## src/dmt_params.svh

```systemverilog
// Overview of operation
// RULE_01 - Two independent 16-bit interval counters
// RULE_02 - Run bit 1 counts, 0 holds
// RULE_03 - Running counter increments on each prescaled tick
// RULE_04 - Select 00..11 picks divide 8/32/128/512
// RULE_05 - Each channel picks its own prescale rate
// RULE_06 - Bit 7 flag reads 1 after match
// RULE_07 - Flag clears by zero write after reading one
// RULE_08 - Bit 6 enables channel interrupt, reset off
// RULE_09 - Each channel requests its own interrupt
// RULE_10 - Reserved bits read zero, write zero
// RULE_11 - Run and control registers zero on reset/standby
// RULE_12 - Counters reset zero, periods reset all ones
// RULE_13 - Byte, halfword and word accesses accepted
// RULE_14 - Match clears counter, sets flag, continues
// RULE_15 - Interrupt while flag and enable both set
// RULE_16 - Match clear beats a counter write
// RULE_17 - Counter write beats a coinciding increment
`ifndef DMT_PARAMS_SVH
`define DMT_PARAMS_SVH

`define DMT_CW          16
`define DMT_NCH         2
`define DMT_OFF_BASE    32'hffff83d0
`define DMT_OFF_RUN     32'hffff83d0
`define DMT_OFF_CSR0    32'hffff83d2
`define DMT_OFF_CNT0    32'hffff83d4
`define DMT_OFF_PER0    32'hffff83d6
`define DMT_OFF_CSR1    32'hffff83d8
`define DMT_OFF_CNT1    32'hffff83da
`define DMT_OFF_PER1    32'hffff83dc
`define DMT_IDX(o)      4'((((o) - `DMT_OFF_BASE) >> 1))
`define DMT_IDX_RUN     `DMT_IDX(`DMT_OFF_RUN)
`define DMT_IDX_CSR0    `DMT_IDX(`DMT_OFF_CSR0)
`define DMT_IDX_CNT0    `DMT_IDX(`DMT_OFF_CNT0)
`define DMT_IDX_PER0    `DMT_IDX(`DMT_OFF_PER0)
`define DMT_IDX_STRIDE  4'h3
`define DMT_IDX_ISTAT   4'h7
`define DMT_IDX_IMASK   4'h8
`define DMT_BIT_FLAG    7
`define DMT_BIT_IE      6
`define DMT_BIT_SEL_HI  1
`define DMT_BIT_SEL_LO  0
`define DMT_RST_CNT     16'h0000
`define DMT_RST_PER     16'hffff
`define DMT_PRE_W       9
`define DMT_DIV_BASE    3
`define DMT_DIV_STEP    2
`define DMT_NTAP        4
`define DMT_RESP_OK     2'b00
`define DMT_RESP_ERR    2'b10

`endif

```

## src/dmt_pkg.sv

```systemverilog
package dmt_pkg;

  typedef struct packed {
    logic       match_flag;
    logic       match_irq_enable;
    logic [1:0] prescale_sel;
  } dmt_csr_t;

  typedef struct packed {
    logic [15:0] data;
    logic [1:0]  be;
  } dmt_wr_t;

endpackage : dmt_pkg

```

## src/dmt_top.sv

```systemverilog
`timescale 1ns/100ps
`include "dmt_params.svh"

module dmt_top #(
  parameter int ADDR_W = 8
) (
  input  wire logic              aclk,
  input  wire logic              aresetn,
  input  wire logic              standby,
  input  wire logic [ADDR_W-1:0] awaddr,
  input  wire logic [2:0]        awprot,
  input  wire logic              awvalid,
  output logic                   awready,
  input  wire logic [31:0]       wdata,
  input  wire logic [3:0]        wstrb,
  input  wire logic              wvalid,
  output logic                   wready,
  output logic [1:0]             bresp,
  output logic                   bvalid,
  input  wire logic              bready,
  input  wire logic [ADDR_W-1:0] araddr,
  input  wire logic [2:0]        arprot,
  input  wire logic              arvalid,
  output logic                   arready,
  output logic [31:0]            rdata,
  output logic [1:0]             rresp,
  output logic                   rvalid,
  input  wire logic              rready,
  output logic [`DMT_NCH-1:0]    match_irq,
  output logic                   irq
);

  localparam int NCH = `DMT_NCH;

  // ****************************************
  // State
  // ****************************************
  logic                  awready_reg, awready_next;
  logic                  wready_reg, wready_next;
  logic                  bvalid_reg, bvalid_next;
  logic [1:0]            bresp_reg, bresp_next;
  logic                  arready_reg, arready_next;
  logic                  rvalid_reg, rvalid_next;
  logic [31:0]           rdata_reg, rdata_next;
  logic [1:0]            rresp_reg, rresp_next;
  logic                  aw_full_reg, aw_full_next;
  logic                  w_full_reg, w_full_next;
  logic [ADDR_W-1:0]     waddr_reg, waddr_next;
  logic [31:0]           wdat_reg, wdat_next;
  logic [3:0]            wstb_reg, wstb_next;
  logic [NCH-1:0]        run_reg, run_next;
  dmt_pkg::dmt_csr_t     csr_reg [NCH];
  dmt_pkg::dmt_csr_t     csr_next [NCH];
  logic [NCH-1:0]        arm_reg, arm_next;
  logic [NCH-1:0]        istat_reg, istat_next;
  logic [NCH-1:0]        imask_reg, imask_next;
  logic [NCH-1:0]        mirq_reg, mirq_next;
  logic                  irq_reg, irq_next;
  logic [`DMT_PRE_W-1:0] pre_reg, pre_next;
  logic                  stby_s1_reg, stby_s2_reg;

  logic [`DMT_NTAP-1:0]  taps;
  logic [NCH-1:0]        tick, match, cnt_we, per_we;
  logic [`DMT_CW-1:0]    cnt [NCH];
  logic [`DMT_CW-1:0]    per [NCH];
  logic                  do_wr;
  logic [4:0]            wdec, rdec;
  dmt_pkg::dmt_wr_t      wr;
  logic [31:0]           rword;

  // Hit bit above a register index
  function automatic logic [4:0] dmt_decode(input logic [ADDR_W-1:0] a);
    logic [3:0] idx;
    logic       ok;
    idx = a[5:2];
    ok  = (a[1:0] == 2'b00) && (a[ADDR_W-1:6] == '0) && (idx <= `DMT_IDX_IMASK);
    return {ok, idx};
  endfunction : dmt_decode

  function automatic logic [3:0] dmt_ch_idx(input logic [3:0] base, input int ch);
    return base + 4'(ch) * `DMT_IDX_STRIDE;
  endfunction : dmt_ch_idx

  // ****************************************
  // Prescaler taps
  // ****************************************
  assign pre_next = pre_reg + 1'b1;

  genvar k;
  generate
    for (k = 0; k < `DMT_NTAP; k++) begin : g_tap
      assign taps[k] = &pre_reg[`DMT_DIV_BASE + `DMT_DIV_STEP * k - 1:0]; // RULE_04
    end
  endgenerate

  // ****************************************
  // Channels
  // ****************************************
  assign wdec     = dmt_decode(waddr_reg);
  assign rdec     = dmt_decode(araddr);
  assign wr.data  = wdat_reg[15:0];
  assign wr.be    = wstb_reg[1:0]; // RULE_13

  genvar c;
  generate
    for (c = 0; c < NCH; c++) begin : g_ch
      assign tick[c]   = taps[csr_reg[c].prescale_sel]; // RULE_05
      assign cnt_we[c] = do_wr && wdec[4] && wdec[3:0] == dmt_ch_idx(`DMT_IDX_CNT0, c);
      assign per_we[c] = do_wr && wdec[4] && wdec[3:0] == dmt_ch_idx(`DMT_IDX_PER0, c);
      dmt_chan u_chan (
        .aclk    (aclk),
        .aresetn (aresetn),
        .clr     (stby_s2_reg),
        .run     (run_reg[c]), // RULE_02
        .tick    (tick[c]),
        .cnt_we  (cnt_we[c]),
        .per_we  (per_we[c]),
        .wr      (wr),
        .cnt     (cnt[c]),
        .per     (per[c]),
        .match   (match[c]) // RULE_01
      );
    end
  endgenerate

  // ****************************************
  // Read data mux
  // ****************************************
  always_comb begin
    rword = 32'h0000_0000; // RULE_10
    if (rdec[3:0] == `DMT_IDX_RUN) rword[NCH-1:0] = run_reg;
    if (rdec[3:0] == `DMT_IDX_ISTAT) rword[NCH-1:0] = istat_reg;
    if (rdec[3:0] == `DMT_IDX_IMASK) rword[NCH-1:0] = imask_reg;
    for (int i = 0; i < NCH; i++) begin
      if (rdec[3:0] == dmt_ch_idx(`DMT_IDX_CSR0, i)) begin
        rword[`DMT_BIT_FLAG]                   = csr_reg[i].match_flag; // RULE_06
        rword[`DMT_BIT_IE]                     = csr_reg[i].match_irq_enable;
        rword[`DMT_BIT_SEL_HI:`DMT_BIT_SEL_LO] = csr_reg[i].prescale_sel;
      end
      if (rdec[3:0] == dmt_ch_idx(`DMT_IDX_CNT0, i)) rword[`DMT_CW-1:0] = cnt[i];
      if (rdec[3:0] == dmt_ch_idx(`DMT_IDX_PER0, i)) rword[`DMT_CW-1:0] = per[i];
    end
    if (!rdec[4]) rword = 32'h0000_0000;
  end

  // ****************************************
  // Bus and register next state
  // ****************************************
  always_comb begin
    awready_next = awready_reg;
    wready_next  = wready_reg;
    bvalid_next  = bvalid_reg;
    bresp_next   = bresp_reg;
    arready_next = arready_reg;
    rvalid_next  = rvalid_reg;
    rdata_next   = rdata_reg;
    rresp_next   = rresp_reg;
    aw_full_next = aw_full_reg;
    w_full_next  = w_full_reg;
    waddr_next   = waddr_reg;
    wdat_next    = wdat_reg;
    wstb_next    = wstb_reg;
    run_next     = run_reg;
    arm_next     = arm_reg;
    istat_next   = istat_reg;
    imask_next   = imask_reg;
    do_wr        = 1'b0;
    for (int i = 0; i < NCH; i++) csr_next[i] = csr_reg[i];

    if (awready_reg && awvalid) begin
      aw_full_next = 1'b1;
      waddr_next   = awaddr;
      awready_next = 1'b0;
    end
    if (wready_reg && wvalid) begin
      w_full_next = 1'b1;
      wdat_next   = wdata;
      wstb_next   = wstrb;
      wready_next = 1'b0;
    end
    if (aw_full_reg && w_full_reg && !bvalid_reg) begin
      do_wr        = 1'b1;
      aw_full_next = 1'b0;
      w_full_next  = 1'b0;
      bvalid_next  = 1'b1;
      bresp_next   = wdec[4] ? `DMT_RESP_OK : `DMT_RESP_ERR;
    end
    if (bvalid_reg && bready) begin
      bvalid_next  = 1'b0;
      awready_next = 1'b1;
      wready_next  = 1'b1;
    end

    if (do_wr && wdec[4] && wstb_reg[0]) begin
      if (wdec[3:0] == `DMT_IDX_RUN) run_next = wdat_reg[NCH-1:0]; // RULE_02
      if (wdec[3:0] == `DMT_IDX_IMASK) imask_next = wdat_reg[NCH-1:0];
      if (wdec[3:0] == `DMT_IDX_ISTAT) istat_next = istat_reg & ~wdat_reg[NCH-1:0];
      for (int i = 0; i < NCH; i++) begin
        if (wdec[3:0] == dmt_ch_idx(`DMT_IDX_CSR0, i)) begin
          csr_next[i].match_irq_enable = wdat_reg[`DMT_BIT_IE]; // RULE_08
          csr_next[i].prescale_sel = wdat_reg[`DMT_BIT_SEL_HI:`DMT_BIT_SEL_LO]; // RULE_04
          if (!wdat_reg[`DMT_BIT_FLAG] && arm_reg[i])
            csr_next[i].match_flag = 1'b0; // RULE_07
          arm_next[i] = 1'b0;
        end
      end
    end

    if (rvalid_reg && rready) begin
      rvalid_next  = 1'b0;
      arready_next = 1'b1;
    end
    if (arready_reg && arvalid) begin
      arready_next = 1'b0;
      rvalid_next  = 1'b1;
      rdata_next   = rword;
      rresp_next   = rdec[4] ? `DMT_RESP_OK : `DMT_RESP_ERR;
      for (int i = 0; i < NCH; i++)
        if (rdec[4] && rdec[3:0] == dmt_ch_idx(`DMT_IDX_CSR0, i) && csr_reg[i].match_flag)
          arm_next[i] = 1'b1; // RULE_07
    end

    // Hardware set wins over software clears; the standby clear below wins over it
    for (int i = 0; i < NCH; i++) begin
      if (match[i]) begin
        csr_next[i].match_flag = 1'b1; // RULE_14
        istat_next[i] = 1'b1;
      end
    end

    if (stby_s2_reg) begin
      run_next = '0; // RULE_11
      arm_next = '0;
      for (int i = 0; i < NCH; i++) csr_next[i] = '0; // RULE_11
    end

    for (int i = 0; i < NCH; i++)
      mirq_next[i] = csr_next[i].match_flag && csr_next[i].match_irq_enable; // RULE_15
    irq_next = |(istat_next & imask_next);
  end

  // ****************************************
  // Registers
  // ****************************************
  always_ff @(posedge aclk) begin
    if (!aresetn) begin
      awready_reg <= 1'b1;
      wready_reg  <= 1'b1;
      bvalid_reg  <= 1'b0;
      bresp_reg   <= `DMT_RESP_OK;
      arready_reg <= 1'b1;
      rvalid_reg  <= 1'b0;
      rdata_reg   <= 32'h0000_0000;
      rresp_reg   <= `DMT_RESP_OK;
      aw_full_reg <= 1'b0;
      w_full_reg  <= 1'b0;
      waddr_reg   <= '0;
      wdat_reg    <= 32'h0000_0000;
      wstb_reg    <= 4'h0;
      run_reg     <= '0; // RULE_11
      arm_reg     <= '0;
      istat_reg   <= '0;
      imask_reg   <= '0;
      mirq_reg    <= '0;
      irq_reg     <= 1'b0;
      pre_reg     <= '0;
      stby_s1_reg <= 1'b0;
      stby_s2_reg <= 1'b0;
      for (int i = 0; i < NCH; i++) csr_reg[i] <= '0; // RULE_11
    end else begin
      awready_reg <= awready_next;
      wready_reg  <= wready_next;
      bvalid_reg  <= bvalid_next;
      bresp_reg   <= bresp_next;
      arready_reg <= arready_next;
      rvalid_reg  <= rvalid_next;
      rdata_reg   <= rdata_next;
      rresp_reg   <= rresp_next;
      aw_full_reg <= aw_full_next;
      w_full_reg  <= w_full_next;
      waddr_reg   <= waddr_next;
      wdat_reg    <= wdat_next;
      wstb_reg    <= wstb_next;
      run_reg     <= run_next;
      arm_reg     <= arm_next;
      istat_reg   <= istat_next;
      imask_reg   <= imask_next;
      mirq_reg    <= mirq_next; // RULE_09
      irq_reg     <= irq_next;
      pre_reg     <= pre_next;
      stby_s1_reg <= standby;
      stby_s2_reg <= stby_s1_reg;
      for (int i = 0; i < NCH; i++) csr_reg[i] <= csr_next[i];
    end
  end

  assign awready   = awready_reg;
  assign wready    = wready_reg;
  assign bvalid    = bvalid_reg;
  assign bresp     = bresp_reg;
  assign arready   = arready_reg;
  assign rvalid    = rvalid_reg;
  assign rdata     = rdata_reg;
  assign rresp     = rresp_reg;
  assign match_irq = mirq_reg;
  assign irq       = irq_reg;

  // ****************************************
  // Checks
  // ****************************************
  flag_set_a: assert property (@(posedge aclk) disable iff (!aresetn) // RULE_06
    match[0] && !stby_s2_reg |=> csr_reg[0].match_flag) else $error("flag not set");
  flag_hold_a: assert property (@(posedge aclk) disable iff (!aresetn) // RULE_07
    csr_reg[1].match_flag && !arm_reg[1] && !stby_s2_reg |=> csr_reg[1].match_flag)
    else $error("flag cleared without read");
  irq_line_a: assert property (@(posedge aclk) disable iff (!aresetn) // RULE_15
    ##1 match_irq[0] == (csr_reg[0].match_irq_enable && csr_reg[0].match_flag))
    else $error("irq output mismatch");
  rsvd_zero_a: assert property (@(posedge aclk) disable iff (!aresetn) // RULE_10
    rvalid_reg |-> rdata_reg[31:16] == 16'h0000) else $error("reserved bits set");
  div8_tick_a: assert property (@(posedge aclk) disable iff (!aresetn) // RULE_04
    taps[0] |=> !taps[0] [*7] ##1 taps[0]) else $error("divide by 8 wrong");
  stby_clr_a: assert property (@(posedge aclk) disable iff (!aresetn) // RULE_11
    stby_s2_reg |=> run_reg == '0 && csr_reg[0] == '0) else $error("standby no clear");
  bresp_hold_a: assert property (@(posedge aclk) disable iff (!aresetn)
    bvalid_reg && !bready |=> bvalid_reg && $stable(bresp_reg)) else $error("b dropped");
  rsp_time_a: assert property (@(posedge aclk) disable iff (!aresetn) // RULE_13
    arready_reg && arvalid |=> rvalid_reg) else $error("read answer late");

  irq_seen_c: cover property (@(posedge aclk) disable iff (!aresetn) irq_reg);
  flag_clr_c: cover property (@(posedge aclk) disable iff (!aresetn)
    csr_reg[0].match_flag ##1 !csr_reg[0].match_flag);
  both_run_c: cover property (@(posedge aclk) disable iff (!aresetn) &run_reg);

endmodule : dmt_top

```

## src/dmt_chan.sv

```systemverilog
`timescale 1ns/100ps
`include "dmt_params.svh"

module dmt_chan (
  input  wire logic            aclk,
  input  wire logic            aresetn,
  input  wire logic            clr,
  input  wire logic            run,
  input  wire logic            tick,
  input  wire logic            cnt_we,
  input  wire logic            per_we,
  input  wire dmt_pkg::dmt_wr_t wr,
  output logic [`DMT_CW-1:0]   cnt,
  output logic [`DMT_CW-1:0]   per,
  output logic                 match
);

  logic [`DMT_CW-1:0] cnt_reg;
  logic [`DMT_CW-1:0] cnt_next;
  logic [`DMT_CW-1:0] per_reg;
  logic [`DMT_CW-1:0] per_next;
  logic               match_reg;
  logic               match_next;
  logic               hit;

  function automatic logic [`DMT_CW-1:0] dmt_merge(input logic [`DMT_CW-1:0] old,
                                                   input dmt_pkg::dmt_wr_t w);
    logic [`DMT_CW-1:0] r;
    r = old;
    if (w.be[0]) r[7:0] = w.data[7:0];
    if (w.be[1]) r[15:8] = w.data[15:8];
    return r;
  endfunction : dmt_merge

  assign hit = run && tick && (cnt_reg == per_reg); // RULE_14

  always_comb begin
    cnt_next   = cnt_reg;
    per_next   = per_reg;
    match_next = 1'b0;
    if (clr) begin
      cnt_next = `DMT_RST_CNT; // RULE_12
      per_next = `DMT_RST_PER; // RULE_12
    end else begin
      if (hit) begin
        cnt_next   = `DMT_RST_CNT; // RULE_16
        match_next = 1'b1; // RULE_14
      end else if (cnt_we) begin
        cnt_next = dmt_merge(cnt_reg, wr); // RULE_17
      end else if (run && tick) begin
        cnt_next = cnt_reg + 1'b1; // RULE_03
      end
      if (per_we) per_next = dmt_merge(per_reg, wr);
    end
  end

  always_ff @(posedge aclk) begin
    if (!aresetn) begin
      cnt_reg   <= `DMT_RST_CNT;
      per_reg   <= `DMT_RST_PER;
      match_reg <= 1'b0;
    end else begin
      cnt_reg   <= cnt_next;
      per_reg   <= per_next;
      match_reg <= match_next;
    end
  end

  assign cnt   = cnt_reg;
  assign per   = per_reg;
  assign match = match_reg;

  // ****************************************
  // Checks
  // ****************************************
  run_hold_a: assert property (@(posedge aclk) disable iff (!aresetn) // RULE_02
    !run && !cnt_we && !clr |=> $stable(cnt_reg)) else $error("halted counter moved");
  count_tick_a: assert property (@(posedge aclk) disable iff (!aresetn) // RULE_03
    run && tick && !cnt_we && !clr && !hit |=> cnt_reg == $past(cnt_reg) + 1'b1)
    else $error("counter missed tick");
  match_clear_a: assert property (@(posedge aclk) disable iff (!aresetn) // RULE_14
    hit && !clr |=> cnt_reg == `DMT_RST_CNT && match_reg) else $error("match not cleared");
  match_prio_a: assert property (@(posedge aclk) disable iff (!aresetn) // RULE_16
    hit && cnt_we && !clr |=> cnt_reg == `DMT_RST_CNT) else $error("write beat match");
  write_prio_a: assert property (@(posedge aclk) disable iff (!aresetn) // RULE_17
    cnt_we && wr.be == 2'b11 && !hit && !clr |=> cnt_reg == $past(wr.data))
    else $error("increment beat write");
  reset_val_a: assert property (@(posedge aclk) // RULE_12
    !aresetn |=> cnt_reg == `DMT_RST_CNT && per_reg == `DMT_RST_PER)
    else $error("bad reset values");
  match_seen_c: cover property (@(posedge aclk) disable iff (!aresetn) hit);
  match_write_c: cover property (@(posedge aclk) disable iff (!aresetn) hit && cnt_we);

endmodule : dmt_chan

```

## config.mk

```make
export PLATFORM = sky130hd
export DESIGN_NAME = dmt_top
export DESIGN_NICKNAME = d
export VERILOG_FILES = /design/src/dmt_pkg.sv /design/src/dmt_top.sv /design/src/dmt_chan.sv
export VERILOG_INCLUDE_DIRS = /design/src
export SDC_FILE = /design/constraint.sdc
export NUM_CORES = 1
export LEC_CHECK = 0
export BUFFER_PORTS_ARGS = -buffer_cell sky130_fd_sc_hd__buf_2
export CAP_MARGIN = 20
export CORE_MARGIN = 1.5
export CORE_UTILIZATION = 45
export CTS_CLUSTER_SIZE = 40
export DETAILED_ROUTE_END_ITERATION = 10
export GPL_TIMING_DRIVEN = 0
export HOLD_SLACK_MARGIN = 0.02
export PLACE_DENSITY = 0.63
export SYNTH_ARGS = -nofsm -noshare
export SYNTH_HDL_FRONTEND = slang
export SYNTH_SLANG_ARGS = --single-unit
```

## constraint.sdc

```tcl
create_clock -name aclk -period 7.3 [get_ports aclk]
set_input_delay 1.46 -clock aclk [delete_from_list [all_inputs] [get_ports aclk]]
set_output_delay 1.46 -clock aclk [all_outputs]
set_load 0.01 [all_outputs]
```

=== Word level (Yosys, flattened, before mapping) ===
Memory sizes are Yosys's and may differ from the RTL's.
Cells that the tools add are included.

* Flip-flop bits (word level): 157
* Bits in latches: 0
* Memory bits (writable): 8
* Bits in read-only memories: 0
* Bits of input ports: 66
* Output and inout bits: 44
* Logic and storage cells: 182
* Memories: 1

* Add/subtract/negate cells: 3
* $mul: 0
* Div/mod/pow operators: 0
* Magnitude comparators: 4
* Equality and inequality tests: 22
* Shift-type cells: 0
* Multiplexer cells: 55
* Bitwise gates (word level): 6
* Reductions and logical operators: 59

{| class="wikitable"
|+ Memories
! name !! words !! bits a word !! read ports !! clocked after Yosys merged registers in !! wr ports !! line !! RTL
|-
| csr_reg || 2 || 4 || 2 || 0 || 2 || dmt_top.sv:52 || <nowiki>dmt_pkg::dmt_csr_t csr_reg [NCH];</nowiki>
|}

{| class="wikitable"
|+ Operator list
! kind !! count
|-
| two-way mux 16 bit || 9
|-
| adder 16 x 1 -> 16 bit, second input constant || 2
|-
| == test 16 bit || 2
|-
| == test 4 x 3 -> 1 bit, second input constant || 8
|-
| two-way mux 8 bit || 4
|-
| two-way mux 2 bit || 15
|-
| logical AND 1 bit || 29
|-
| two-way mux 1 bit || 21
|-
| AND reduction 2 bit || 9
|-
| == test 4 x 2 -> 1 bit, second input constant || 4
|-
| two-way mux 4 bit || 4
|-
| adder 9 x 1 -> 9 bit, second input constant || 1
|-
| AND reduction 9 bit || 1
|-
| == test 4 x 1 -> 1 bit, second input constant || 2
|-
| == test 4 bit, second input constant || 2
|-
| less-or-equal comparator 4 bit, second input constant || 2
|-
| zero test 2 bit || 4
|-
| zero test 4 bit || 2
|-
| inequality test 2 bit, second input constant || 4
|-
| OR reduction 2 bit || 4
|-
| AND reduction 7 bit || 1
|-
| less-than comparator 2 x 3 -> 1 bit, second input constant || 2
|-
| nonzero test 2 bit || 3
|-
| OR reduction 3 bit || 2
|-
| 8 further kinds || 12
|}

=== Longest topological paths before layout ===
* Word-level depth: 11
* Depth in mapped cells: 11
* Gate-level depth less buffers: 10

=== Modules after synthesis ===
A second synthesis with hierarchy kept.

* Cells, all modules: 919
* Area, all modules: 7634.8 µm²

{| class="wikitable"
|+ By module, submodules not included
! module !! instances !! cells each !! area an instance (µm²) !! seq. area each (µm²)
|-
| dmt_top || 1 || 485 || 4018.9 || 1621.6
|-
| dmt_chan at g_ch[0].u_chan || 1 || 214 || 1816.7 || 660.6
|-
| dmt_chan at g_ch[1].u_chan || 1 || 220 || 1799.2 || 660.6
|}

=== Worst setup path before layout ===
Ideal clock, no wire load.

* Path type: input to register
* Start: in araddr[3]
* End: reg rdata_reg[15] (netlist: rdata[15])
* Setup time: 0.066 ns
* Arrival time: 2.971 ns
* Required time: 7.234 ns
* Slack: 4.263 ns
* Stages on the path: 7
* Path buffers: 2
* Cell sequence: clkbuf_1 -> nor4bb_1 -> clkbuf_1 -> a222oi_1 -> nor3_1 -> a221oi_1 -> nor2b_1

* Word-level cells in the longest chain between the ends: 6

{| class="wikitable"
|+ RTL lines
! element !! line !! RTL
|-
| start, declared || dmt_top.sv:21 || <nowiki>input wire logic [ADDR_W-1:0] araddr,</nowiki>
|-
| == test 4 x 2 -> 1 bit || dmt_top.sv:140 || <nowiki>if (rdec[3:0] == dmt_ch_idx(`DMT_IDX_CNT0, i)) rword[`DMT_CW-1:0] = cnt[i];</nowiki>
|-
| two-way mux 16 bit || dmt_top.sv:140 ||
|-
| two-way mux 16 bit || dmt_top.sv:141 || <nowiki>if (rdec[3:0] == dmt_ch_idx(`DMT_IDX_PER0, i)) rword[`DMT_CW-1:0] = per[i];</nowiki>
|-
| two-way mux 16 bit || dmt_top.sv:140 ||
|-
| two-way mux 16 bit || dmt_top.sv:141 ||
|-
| two-way mux 16 bit * || dmt_top.sv:143 || <nowiki>if (!rdec[4]) rword = 32'h0000_0000;</nowiki>
|-
| end signal, assigned || dmt_top.sv:277 || <nowiki>rdata_reg <= rdata_next;</nowiki>
|-
| end, declared || dmt_top.sv:44 || <nowiki>logic [31:0] rdata_reg, rdata_next;</nowiki>
|}

Every way passes the cells marked *; elsewhere a longest branch is shown, timed or not.
A chain may end at the register's enable or synchronous reset.

=== Worst setup path after layout ===
* Start: reg pre_reg[0]
* End: reg g_ch[1].u_chan.cnt_reg[15]

* Word-level cells in the longest chain between the ends: 6

{| class="wikitable"
|+ RTL lines
! element !! line !! RTL
|-
| start, declared || dmt_top.sv:59 || <nowiki>logic [`DMT_PRE_W-1:0] pre_reg, pre_next;</nowiki>
|-
| start signal, assigned || dmt_top.sv:290 || <nowiki>pre_reg <= pre_next;</nowiki>
|-
| AND reduction 9 bit, or another cell as far along || dmt_top.sv:92 || <nowiki>assign taps[k] = &pre_reg[`DMT_DIV_BASE + `DMT_DIV_STEP * k - 1:0];</nowiki>
|-
| binary-select mux 1 bit (select 2 bit) * || dmt_top.sv:107 || <nowiki>assign tick[c] = taps[csr_reg[c].prescale_sel];</nowiki>
|-
| two-way mux 1 bit (implied by the code) * || dmt_top.sv:107 ||
|-
| logical AND 1 bit * || dmt_chan.sv:35, dmt_chan.sv:50 ||
|-
| nonzero test 2 bit (no line) or logical AND 1 bit (tied branches) || - ||
|-
| AND reduction 2 bit (no line) or OR reduction 3 bit (tied branches) || - ||
|-
| end signal, assigned || dmt_chan.sv:59 || <nowiki>cnt_reg <= `DMT_RST_CNT;</nowiki>
|-
| end signal, assigned || dmt_chan.sv:63 || <nowiki>cnt_reg <= cnt_next;</nowiki>
|-
| end, declared || dmt_chan.sv:18 || <nowiki>logic [`DMT_CW-1:0] cnt_reg;</nowiki>
|}

Every way passes the cells marked *; elsewhere a longest branch is shown, timed or not. The select of a mux whose other input is x is not followed.

==> impl_metrics.csv <==
group,metric,value,unit
status,status,"finished clean",
clocking,post_cts_buffers,0,
setup_path,r2r_setup_slack,3840,ps
cells_and_area,synthToLayoutAreaGrowth,17.19,%
floorplanning,start_util,45.95,%
pwr,pwr-share-comb,6.3,%
yosys,synthArstFlopShare,0,%
sta,finalMaxSlewViolations,0,
clocking,cts.clk_slew.worst_paths,60,ps
route,routedWlPerCell,18.75,µm
cells_and_area,antennaDiodeCount,0,
route,vias_per_cell,5.785,
route,drc,0,
setup_path,crit_chain,"ha_1 > and3_2 > ha_1 > mux2_2 > o21ai_0 > or2_2 > o21ai_1 > clkbuf_1 > nor4_1",
setup_path,critical_path_arrival,3800,ps
pwr,p_int,1.466,mW
placed_design,pre_cts_ws,3663,ps
job,drv_cap,0,
yosys,yosysSeqAreaShare,38.75,%
yosys,synth_warnings,0,
pwr,p_seq_share,43.5,%
global_routing,grt_pass1_wl,36640,µm
yosys,synth_top_cell_by_area,"dfxtp_1",
yosys,syn-cell-area,7594,µm²
setup_path,cp_max_fo,10,
clocking,insertion_delay,440,ps
floorplanning,die_h,132.9,µm
route,dr_total_vias,7237,
setup_path,path_buf_inv,1,
sta,tightest_slew,1163,ps
min_path,hold_class,"reg2reg",
yosys,ys.flop_type,"dfxtp_1",
route,first_pass_iters,7,
placed_design,finalWeightedCongestion,0.9309,
cells_and_area,layout-drive-gt1-share,13.48,%
global_routing,grt_util_all_layers,26.89,%
setup_path,worstSetupPathType,"reg2reg",
clocking,cts-root-buf,"clkbuf_16",
sta,slew_headroom,21.74,%
sta,clock.fmax,0.2888,GHz
sta,rsz0062_at_grt,"no",
setup_path,crit_slowest_cell,"o21ai_0",
sta,tns,0,ps
route,drt_iter0_drc,859,
route,routed_wl,23460,µm
setup_path,cp_data_required_time,7640,ps
floorplanning,io_pins,110,
setup_path,end_kind,"flip-flop",
sta,setup_viol,0,
yosys,avgSynthCellArea,8.281,µm²
global_routing,grt_pass1_vias,6527,
yosys,synth_cells,917,
clocking,cts_tree,"yes",
pwr,p_sw_share,23.71,%
pwr,clkPwrFrac,50.2,%
sta,hold_violations,0,
setup_path,cp-start-kind,"flip-flop",
sta,period_share,47.44,%
clocking,cts.path.max_buffers,2,
setup_path,critPathTopFamily,"compound AO/OA/AOI/OAI gates",
route,ant_nets,0,
placed_design,placedCellCount,1219,
global_routing,antenna_found_initial,1,
clocking,hold_buffers,0,
cells_and_area,num-nets-final,1090,
sta,final.setup.worst_slack,3837,ps
pwr,p_sw,455.7,µW
floorplanning,die_w,132.9,µm
yosys,ys_top_cells_by_area,"dfxtp_1, nand2_1, mux2i_1",
floorplanning,die-area,17660,µm²
global_routing,grt_max_degree,17,
setup_path,cpMostUsedCell,"ha_1",
clocking,h-tree-depth,4,
sta,clock_skew,13.55,ps
clocking,post_cts_resized,0,
yosys,synthDistinctLibCells,69,
floorplanning,core_area,16520,µm²
placed_design,hpwl,17380,µm
pwr,power.static_leakage,3.498,nW
sta,min_period,3463,ps
setup_path,max_stage_delay,870,ps
global_routing,grt-ovfl-total,0,
clocking,cts_sinks,147,
pwr,peakVddDrop,0.1660,mV
yosys,synth-seq-cells,147,
yosys,synth-edff-count,0,
placed_design,io_buffers,65,
clocking,numCtsBuffers,17,
yosys,synth_top_area_share,38.75,%
pwr,p_per_area,216.0,nW/µm²
cells_and_area,fin_cells,1251,
floorplanning,num_rows,47,
[power groups by stage]
stage                     logic, mW  clock network, mW  registers (mW)
after floorplan              0.0776                  0           0.845
after global placement        0.120                  0           0.853
after detailed placement      0.120                  0           0.853
after CTS                     0.120              0.973           0.835
after global routing          0.134               1.00           0.837
final                         0.122              0.964           0.836
[cells in the mapped netlist, types with 4 or more instances]
cell	count
nand2_1	127
mux2i_1	27
dfxtp_1	147
nand2b_1	11
nor4b_1	5
nand4_1	18
nor2b_1	25
o22ai_1	4
inv_1	10
and2_1	13
a221oi_1	13
o21ai_0	23
ha_1	6
a31oi_1	7
nand3b_1	6
nor2_1	52
or3_1	6
a311oi_1	4
nor4_1	23
a21oi_1	23
o32ai_1	4
and3b_1	4
and3_1	13
buf_4	18
a21boi_0	30
xor2_1	17
a211oi_1	9
and4_1	8
mux2_2	8
xnor2_1	22
a222oi_1	14
buf_2	4
a22o_1	6
or2_2	4
nor3_1	36
nor4bb_1	4
clkbuf_1	65
nand3_1	49
[per-stage QoR]
stage | hold slack, ps | total power [mW] | utilization [%] | area (µm²)
floorplan | 411.9 | 0.9229 | - | 7657
global placement | 432.7 | 0.9727 | 49.97 | 8258
detailed placement | 430.2 | 0.9732 | 49.97 | 8258
CTS | 444.6 | 1.928 | 53.85 | 8899
global route | 473.6 | 1.974 | 53.85 | 8899
finish | 441.7 | 1.922 | 53.85 | 8899
[kinds of logic (layout without fill, tap and decap cells)]
logic type,after synthesis,in the layout,share of synthesized area (%)
muxes,35,35,4.745
other,1,18,0.04938
DFF,147,147,38.75
xor gates and xnor gates,39,39,4.498
adders and majority gates,6,6,0.9886
and+or+nand+nor,418,418,28.37
buffers and inverters,101,198,6.047
AOI/OAI and AO/OA,170,170,16.54
[cell type report]
type	count	area, µm²
fillers	1632	7626
clock buffers	18	429.2
flip-flops and latches	147	2943
clock inverters	14	211.5
plain buffers	91	421.7
inverters	10	37.54
well taps	220	275.3
repair buffers	65	325.3
multi-input cells	686	4255
[worst paths after layout]
kind,cells past startpoint,from,end
worst max-delay path,9,pre_reg[0]$_SDFF_PN0_,g_ch[1].u_chan.cnt[15]$_SDFFE_PP0P_
worst min-delay path,1,stby_s1_reg$_SDFF_PN0_,stby_s2_reg$_SDFF_PN0_
worst max register to register,9,pre_reg[0]$_SDFF_PN0_,g_ch[1].u_chan.cnt[15]$_SDFFE_PP0P_
worst min register to register,1,stby_s1_reg$_SDFF_PN0_,stby_s2_reg$_SDFF_PN0_
[layout by cell type, fill, tap and decap left out, types with 22 or more instances in the layout]
master | Yosys | routed
xnor2_1 | 22 | 22
a21boi_0 | 30 | 30
nand3_1 | 49 | 49
nor4_1 | 23 | 23
clkbuf_1 | 65 | 66
mux2i_1 | 27 | 27
nor2_1 | 52 | 52
nand2_1 | 127 | 127
dfxtp_1 | 147 | 147
a21oi_1 | 23 | 23
nor3_1 | 36 | 36
buf_2 | 4 | 69
nor2b_1 | 25 | 25
o21ai_0 | 23 | 23
[per-layer routing]
| layer | vias up | share of wire, % | global-route usage, % | routed length [µm] |
|---|---|---|---|---|
| li1 | 3504 | - | - | - |
| met1 | 3356 | 46 | 36.82 | 10690 |
| met2 | 325 | 44 | 41.00 | 10290 |
| met3 | 52 | 7.3 | 5.402 | 1718 |
| met4 | 0 | 3.2 | 11.84 | 759 |
| met5 | - | 0 | 0 | 0 |
(Power assumes the default switching activity.)
